[src/pio_pkg.sv]
// package: constants and types of the parallel i/o ports block
package pio_pkg;
   // ----------------------------------------
   // widths
   // ----------------------------------------
   localparam int PIO_PORT_W = 8;
   localparam int PIO_INP_W = 4;
   localparam int PIO_ADDR_W = 3;

   // ----------------------------------------
   // offsets
   // ----------------------------------------
   localparam logic [2:0] PIO_OFS_DATA_FIRST = 3'h0;
   localparam logic [2:0] PIO_OFS_DATA_SECOND = 3'h1;
   localparam logic [2:0] PIO_OFS_DATA_INPUT = 3'h2;
   localparam logic [2:0] PIO_OFS_DIR_FIRST = 3'h4;
   localparam logic [2:0] PIO_OFS_DIR_SECOND = 3'h5;

   // ----------------------------------------
   // reset values and fills
   // ----------------------------------------
   localparam logic [7:0] PIO_DIR_RESET = 8'h00;
   localparam logic [3:0] PIO_INP_FILL = 4'hF;
   localparam logic [7:0] PIO_UNMAPPED = 8'h00;

   typedef struct packed {
      logic [7:0] o;
      logic [7:0] oe;
   } pio_drive_t;
endpackage

[src/pio_top.sv]
// parallel i/o ports: two bidirectional ports and one input-only port
`timescale 1ns/1ns
`default_nettype none
module pio_top (
   input wire logic ref_clk,
   input wire logic reset_n,
   input wire logic [2:0] addr,
   input wire logic [7:0] wdata,
   input wire logic wr_stb,
   input wire logic rd_stb,
   output logic [7:0] rdata,
   input wire logic [7:0] first_bidir_port_pins_i,
   output logic [7:0] first_bidir_port_pins_o,
   output logic [7:0] first_bidir_port_pins_oe,
   input wire logic [7:0] second_bidir_port_pins_i,
   output logic [7:0] second_bidir_port_pins_o,
   output logic [7:0] second_bidir_port_pins_oe,
   input wire logic [3:0] input_only_port_pins
);
   import pio_pkg::*;

   // ----------------------------------------
   // reset release
   // ----------------------------------------
   logic rst_meta_q;
   logic rst_n_q;

   always_ff @(posedge ref_clk or negedge reset_n) begin
      if (!reset_n) begin
         rst_meta_q <= 1'b0;
         rst_n_q <= 1'b0;
      end else begin
         rst_meta_q <= 1'b1;
         rst_n_q <= rst_meta_q;
      end
   end

   // ----------------------------------------
   // pin synchronisers
   // ----------------------------------------
   logic [7:0] first_sync;
   logic [7:0] second_sync;
   logic [3:0] inp_sync;

   pio_sync #(.W(8)) u_sync_first (
      .ref_clk(ref_clk),
      .rst_n(rst_n_q),
      .async_in(first_bidir_port_pins_i),
      .sync_out(first_sync)
   );
   pio_sync #(.W(8)) u_sync_second (
      .ref_clk(ref_clk),
      .rst_n(rst_n_q),
      .async_in(second_bidir_port_pins_i),
      .sync_out(second_sync)
   );
   pio_sync #(.W(4)) u_sync_inp (
      .ref_clk(ref_clk),
      .rst_n(rst_n_q),
      .async_in(input_only_port_pins),
      .sync_out(inp_sync)
   );

   // ----------------------------------------
   // decode
   // ----------------------------------------
   logic wr_first_data;
   logic wr_second_data;
   logic wr_first_dir;
   logic wr_second_dir;

   assign wr_first_data = wr_stb && (addr == PIO_OFS_DATA_FIRST);
   assign wr_second_data = wr_stb && (addr == PIO_OFS_DATA_SECOND);
   assign wr_first_dir = wr_stb && (addr == PIO_OFS_DIR_FIRST);
   assign wr_second_dir = wr_stb && (addr == PIO_OFS_DIR_SECOND);

   // ----------------------------------------
   // ports
   // ----------------------------------------
   pio_drive_t first_drv;
   pio_drive_t second_drv;
   logic [7:0] first_rd;
   logic [7:0] second_rd;
   logic [7:0] first_dir;
   logic [7:0] second_dir;

   pio_port u_first (
      .ref_clk(ref_clk),
      .rst_n(rst_n_q),
      .data_wr(wr_first_data),
      .dir_wr(wr_first_dir),
      .wdata(wdata),
      .pin_sync(first_sync),
      .drive(first_drv),
      .data_rd(first_rd),
      .dir_rd(first_dir)
   );
   pio_port u_second (
      .ref_clk(ref_clk),
      .rst_n(rst_n_q),
      .data_wr(wr_second_data),
      .dir_wr(wr_second_dir),
      .wdata(wdata),
      .pin_sync(second_sync),
      .drive(second_drv),
      .data_rd(second_rd),
      .dir_rd(second_dir)
   );

   assign first_bidir_port_pins_o = first_drv.o;
   assign first_bidir_port_pins_oe = first_drv.oe;
   assign second_bidir_port_pins_o = second_drv.o;
   assign second_bidir_port_pins_oe = second_drv.oe;

   // ----------------------------------------
   // read data, one cycle after the strobe
   // ----------------------------------------
   logic [7:0] rdata_d;

   always_comb begin
      case (addr)
         PIO_OFS_DATA_FIRST: rdata_d = first_rd;
         PIO_OFS_DATA_SECOND: rdata_d = second_rd;
         PIO_OFS_DATA_INPUT: rdata_d = {PIO_INP_FILL, inp_sync};
         PIO_OFS_DIR_FIRST: rdata_d = first_dir;
         PIO_OFS_DIR_SECOND: rdata_d = second_dir;
         default: rdata_d = PIO_UNMAPPED;
      endcase
   end

   // holds zero outside the answer cycle
   always_ff @(posedge ref_clk or negedge rst_n_q) begin
      if (!rst_n_q) begin
         rdata <= 8'h00;
      end else if (rd_stb) begin
         rdata <= rdata_d;
      end else begin
         rdata <= 8'h00;
      end
   end
endmodule
`default_nettype wire

[src/pio_sync.sv]
// two flip-flop synchroniser of a group of pin levels
`timescale 1ns/1ns
`default_nettype none
module pio_sync #(
   parameter int W = 8
) (
   input wire logic ref_clk,
   input wire logic rst_n,
   input wire logic [W-1:0] async_in,
   output logic [W-1:0] sync_out
);
   logic [W-1:0] meta_q;

   // first stage read only by second stage
   always_ff @(posedge ref_clk or negedge rst_n) begin
      if (!rst_n) begin
         meta_q <= '0;
         sync_out <= '0;
      end else begin
         meta_q <= async_in;
         sync_out <= meta_q;
      end
   end
endmodule
`default_nettype wire

[src/pio_port.sv]
// one bidirectional 8-bit port: latch, direction and read mux
`timescale 1ns/1ns
`default_nettype none
module pio_port (
   input wire logic ref_clk,
   input wire logic rst_n,
   input wire logic data_wr,
   input wire logic dir_wr,
   input wire logic [7:0] wdata,
   input wire logic [7:0] pin_sync,
   output pio_pkg::pio_drive_t drive,
   output logic [7:0] data_rd,
   output logic [7:0] dir_rd
);
   import pio_pkg::*;

   logic [7:0] latch_q;
   logic [7:0] dir_q;

   // ----------------------------------------
   // output latch
   // ----------------------------------------
   // no reset: the latch keeps its value across reset
   always_ff @(posedge ref_clk) begin
      if (data_wr) begin
         latch_q <= wdata;
      end
   end

   // ----------------------------------------
   // direction
   // ----------------------------------------
   always_ff @(posedge ref_clk or negedge rst_n) begin
      if (!rst_n) begin
         dir_q <= PIO_DIR_RESET;
      end else if (dir_wr) begin
         dir_q <= wdata;
      end
   end

   // output gated by direction, enable is the direction; latch undefined after power-up only shows once driven
   // one continuous assignment for the whole struct: it is a single variable
   assign drive = '{o: latch_q & dir_q, oe: dir_q};
   assign data_rd = (dir_q & latch_q) | (~dir_q & pin_sync);
   assign dir_rd = dir_q;
endmodule
`default_nettype wire

[config.mk]
export PLATFORM = sky130hd
export DESIGN_NAME = pio_top
export DESIGN_NICKNAME = d
export VERILOG_FILES = /design/src/pio_pkg.sv /design/src/pio_top.sv /design/src/pio_sync.sv /design/src/pio_port.sv
export SDC_FILE = /design/constraint.sdc
export NUM_CORES = 1
export LEC_CHECK = 0
export ABC_CLOCK_PERIOD_IN_PS = 5300
export BUFFER_PORTS_ARGS = -buffer_cell sky130_fd_sc_hd__buf_4
export CORE_ASPECT_RATIO = 1.25
export CORE_MARGIN = 2
export CORE_UTILIZATION = 40
export DETAILED_ROUTE_END_ITERATION = 12
export GPL_ROUTABILITY_DRIVEN = 0
export PLACE_DENSITY_LB_ADDON = 0.2
export RECOVER_POWER = 25
export SLEW_MARGIN = 10
export SYNTH_ARGS = -nofsm -noshare
export SYNTH_HDL_FRONTEND = slang
export SYNTH_SLANG_ARGS = --single-unit
[constraint.sdc]
create_clock -name ref_clk -period 5.3 [get_ports ref_clk]
set_input_delay 1.06 -clock ref_clk [delete_from_list [all_inputs] [get_ports ref_clk]]
set_output_delay 1.06 -clock ref_clk [all_outputs]
set_load 0.02 [all_outputs]
* Yosys cells after proc, flatten, opt, wreduce, memory -nomap -nowiden
Cells that the tools add are included.
** Operators by class
- Eq/ne operators :: 4
- Mux-type cells :: 2
- Bitwise logic cells :: 8
- Reduce and logical (&&, ||, !) cells :: 5
** Operator list (number)
- $pmux 8 s5 :: 1
- $and 8x8->8 :: 4
- $not 8->8 :: 2
- $or 8x8->8 :: 2
- $mux 8 :: 1
- $eq 3x3->1 const B :: 2
- $logic_and 1x1->1 :: 4
- $eq 3x1->1 const B :: 1
- $eq 3x2->1 const B :: 1
- $logic_not 3->1 :: 1
** Word-level totals
- Flip-flop bits (word level) :: 82
- Bits of input ports :: 35
- Output and inout port bits :: 40
- Logic and storage cells :: 32

* Longest topological paths before layout
- Word-level depth :: 5
- Gate-level depth with buffers :: 5
- Gate-level depth less buffers :: 3

* Modules after synthesis
Synthesis repeated with hierarchy kept, for this count alone.
** Unflattened totals
- Cell total of the unflattened synthesis :: 198
- Area total of the unflattened synthesis :: 3206.8 um^2
** By module, submodules not included
- pio_port :: instances 2, cells each 49, area an instance 772.0 um^2, seq. area each 440.4 um^2
- pio_sync at u_sync_first ... :: instances 2, cells each 16, area an instance 400.4 um^2, seq. area each 400.4 um^2
- pio_top :: instances 1, cells each 60, area an instance 661.9 um^2, seq. area each 250.2 um^2
- pio_sync at u_sync_inp :: instances 1, cells each 8, area an instance 200.2 um^2, seq. area each 200.2 um^2

* Worst setup path before layout
OpenSTA, ideal clock, no wires.
- Path type :: input -> register
- Start :: in addr[2]
- End :: reg u_first.latch_q[0] (enable)
- Setup time :: 0.370 ns
- Arrival time :: 1.866 ns
- Required time :: 4.930 ns
- Path slack :: 3.064 ns
- Stages :: 5
- Buffers on the path :: 2
- Cell sequence :: buf_4 -> buf_6 -> nor2_4 -> nand2_1 -> nor2_1
** On the way
- Longest elaborated chain between the ends :: 2
** Ends and longest elaborated chain
- from (decl) :: line pio_top.sv:7 : input wire logic [2:0] addr,
- $logic_not 3->1 :: line pio_top.sv:72 : assign wr_first_data = wr_stb && (addr == PIO_OFS_DATA_FIRST);
- $logic_and 1x1->1 :: line pio_top.sv:72
- named net u_first.data_wr :: line pio_port.sv:7 : input wire logic data_wr,
- to (signal assigned) :: line pio_port.sv:26 : latch_q <= wdata;
- to (decl) :: line pio_port.sv:17 : logic [7:0] latch_q;
The timed path passes the listed nets, and every way through them passes these cells.
A chain may end at the register's enable or synchronous reset.

* Final worst setup path
- Start :: in addr[2]
- End :: reg u_first.dir_q[7], in the netlist u_first.dir_rd[7]
** On the way
- Longest elaborated chain between the ends :: 2
** Ends and longest elaborated chain
- $eq 3x3->1 :: line pio_top.sv:74 : assign wr_first_dir = wr_stb && (addr == PIO_OFS_DIR_FIRST);
- $logic_and 1x1->1 :: line pio_top.sv:74
- to (signal assigned) :: line pio_port.sv:37 : dir_q <= wdata;
- to (decl) :: line pio_port.sv:18 : logic [7:0] dir_q;
No other way between the ends.

==> reports/metrics.csv <==
metric;value;unit
cts_tree;done;
r2r_end;rdata[5]$_DFF_PN0_;
clk_path_buf_depth;2;
fp.dieW;81.8;microns
drv_slew;0;
layout.cells.non_filler;375;
status;complete, no violations;
arrival;2.47;ns
fmax;0.449;GHz
core_area;7360;sq um
syn_nets;234;
clockRootBuffer;clkbuf_8;
hpwl;4080;microns
grt_usage;16.0;%
die_h;101;microns
slew_headroom;47.7;%
drt_iter0_markers;81;
initial_core_util;41.2;%
worstHoldPathType;flop to flop;
switchingPower;0.000399;W
cts_max_level;3;
postCtsSetupRepairBufs;0;
clk_latency;0.35;ns
p_seq_share;52.0;%
intPower;0.00102;W
cts_made_buffers;9;
clkSinkCount;82;
final_util;51.9;%
antenna_found_initial;0;
setup_violations;0;
hold_viol;0;
wl;5930;microns
synth-seq-area-share;70.4;%
dp.cells;359;
tightest_slew;0.782;ns
nNetsFinal;313;
slowest_stage;and3b_1;
dr.pass1.iters;4;
grt_pass1_vias;1831;
layout-drive-gt1-share;37.8;%
synth_warnings;0;
area_growth;26.0;%
routed_via_density;4.85;
grt_start_max_net_pins;65;
r2r_setup_slack;4.13;ns
grt_setup_unrepaired;no;
finish.instance_area;3820;sq um
ioPinCount;75;
pwr_density_cell;372;nW/um^2
skew;0.0110;ns
ant_nets;0;
nFillCells;673;
antenna_cells_inserted;0;
final_common_cell;dfrtp_1;
required;5.54;ns
min_to;u_sync_second.sync_out[1]$_DFF_PN0_;
critical_path.max_stage_delay;0.53;ns
r2r-start;u_second.dir_rd[5]$_DFFE_PN0P_;
ir_drop;211;uV
maxCapViolCount;0;
avgRoutedWirePerCell;15.8;microns
ctsHoldBuffers;0;
final_cell_mix;dfrtp_1, buf_4, o21ai_0, clkbuf_4;
die-area;8290;sq um
cp-end-kind;flop;
worst-setup-path-type;input port to flop;
drc;0;
start_kind;input port;
min_path_cells;0;
grt_pass1_wl;9360;microns
critPathMaxFanout;30;
place_area;3650;sq um
rows;35;
p_leak;1.68;nW
p_sw_share;28.1;%
yosys_register_bits;82;
fin_crit;2.23;ns
ff2ff_path_depth;3;
syn-cell-area;3030;sq um
io_buffers;74;
vias;1818;
combPwrFrac;18.1;%
grt-ovfl-total;0;
path_clk_slew;0.08;ns
yosysUniqueCellTypes;36;
cp_cell_sequence;buf_4 -> nor2b_4 -> and3b_1 -> mux2_4;
clock_power_share;30.0;%
postSynthCellCount;199;
fin_crit_sh;42.0;%
cts_resized;0;
hp-start;u_sync_second.meta_q[1]$_DFF_PN0_;
syn_avg_cell_area;15.2;sq um
finalSetupTns;0;ns
-- layout make-up --
| class | count | area (sq um) | area share, % |
|---|---|---|---|
| clock buffers | 12 | 155 | 4.06 |
| clock inverters | 4 | 35.0 | 0.918 |
| inverters | 2 | 7.51 | 0.197 |
| multi-input cells | 108 | 835 | 21.9 |
| flip-flops and latches | 82 | 2130 | 55.9 |
| well taps | 92 | 115 | 3.02 |
| repair buffers | 75 | 537 | 14.1 |
-- worst max path at each step --
stage,from,to,slack [ns],cells after the start
floorplan,addr[2],u_first.latch_q[0]$_DFFE_PP_,3.06,5
detailed placement,addr[2],u_first.dir_rd[1]$_DFFE_PN0P_,2.70,4
global route,addr[2],u_first.dir_rd[2]$_DFFE_PN0P_,3.01,4
finish,addr[2],u_first.dir_rd[7]$_DFFE_PN0P_,3.07,4
global placement,addr[2],u_first.dir_rd[3]$_DFFE_PN0P_,2.72,4
CTS,u_second.dir_rd[6]$_DFFE_PN0P_,second_bidir_port_pins_o[6],3.07,2
-- power groups by stage --
| stage | logic (W) | clock network, W | registers, W |
|---|---|---|---|
| 4_1_cts | 0.000264 | 0.000438 | 0.000741 |
| 5_1_grt | 0.000278 | 0.000465 | 0.000749 |
| 3_5_place_dp | 0.000264 | 0 | 0.000753 |
| 2_1_floorplan | 0.000105 | 0 | 0.000784 |
| 6_report | 0.000257 | 0.000426 | 0.000739 |
| 3_3_place_gp | 0.000260 | 0 | 0.000752 |
-- logic make-up after synthesis --
logic type / synth area share, %
AOI/OAI and AO/OA: 7.85
other: 0.124
muxes: 7.68
and+or+nand+nor: 11.9
DFF: 70.4
buffers and inverters: 2.07
-- state kept, by name, summed over array words and instances, names as in the netlist --
name	count
rdata	8
u_first.dir_rd	8
u_first.latch_q	8
u_second.dir_rd	8
u_second.latch_q	8
u_sync_first.meta_q	8
u_sync_first.sync_out	8
u_sync_second.meta_q	8
u_sync_second.sync_out	8
u_sync_inp.meta_q	4
u_sync_inp.sync_out	4
rst_meta_q	1
rst_n_q	1
-- metrics by stage --
stage	power, W	worst slack (ns)	hold WS (ns)
3_3_place_gp	0.00101	2.72	0.332
3_5_place_dp	0.00102	2.70	0.336
5_1_grt	0.00149	3.01	0.360
6_report	0.00142	3.07	0.351
4_1_cts	0.00144	3.07	0.353
2_1_floorplan	0.000889	3.06	0.331
-- metal layers --
metal	part of all wire [%]	wire length, microns	global-route usage [%]	vias up
li1	-	-	-	865
met1	43	2540	20.7	890
met2	50	2950	25.1	52
met3	5.2	311	3.12	11
met4	2.2	131	9.10	0
met5	0	0	0	-
-- Yosys cell counts, drive strengths merged --
library cell   n  share of area [%]
dfrtp         66                 55
o21ai         21                3.5
mux2          18                7.7
and2          16                3.3
edfxtp        16                 16
nor2b          8                1.9
buf            7                1.8
a21boi         4               0.99
a221o          4                1.3
nand2b         4               0.83
or3b           4                1.2
nand2          3               0.37
nand3          3               0.66
nor2           3               0.62
nor3b          3               0.91
and3           2               0.58
and3b          2               0.58
inv            2               0.25
nor3           2               0.33
nor4bb         2               0.66
o211ai         2               0.50
o21a           2               0.50
a211o          1               0.29
a31oi          1               0.21
a32oi          1               0.29
a41oi          1               0.29
conb           1               0.12
-- worst max-delay path: cells and delay by family --
kind / cells / cell delay [ns]
AND/OR/NAND/NOR: 2 / 0.78
buffers and inverters: 1 / 0.27
multiplexers: 1 / 0.35
Power figures use the tool's default switching activity.
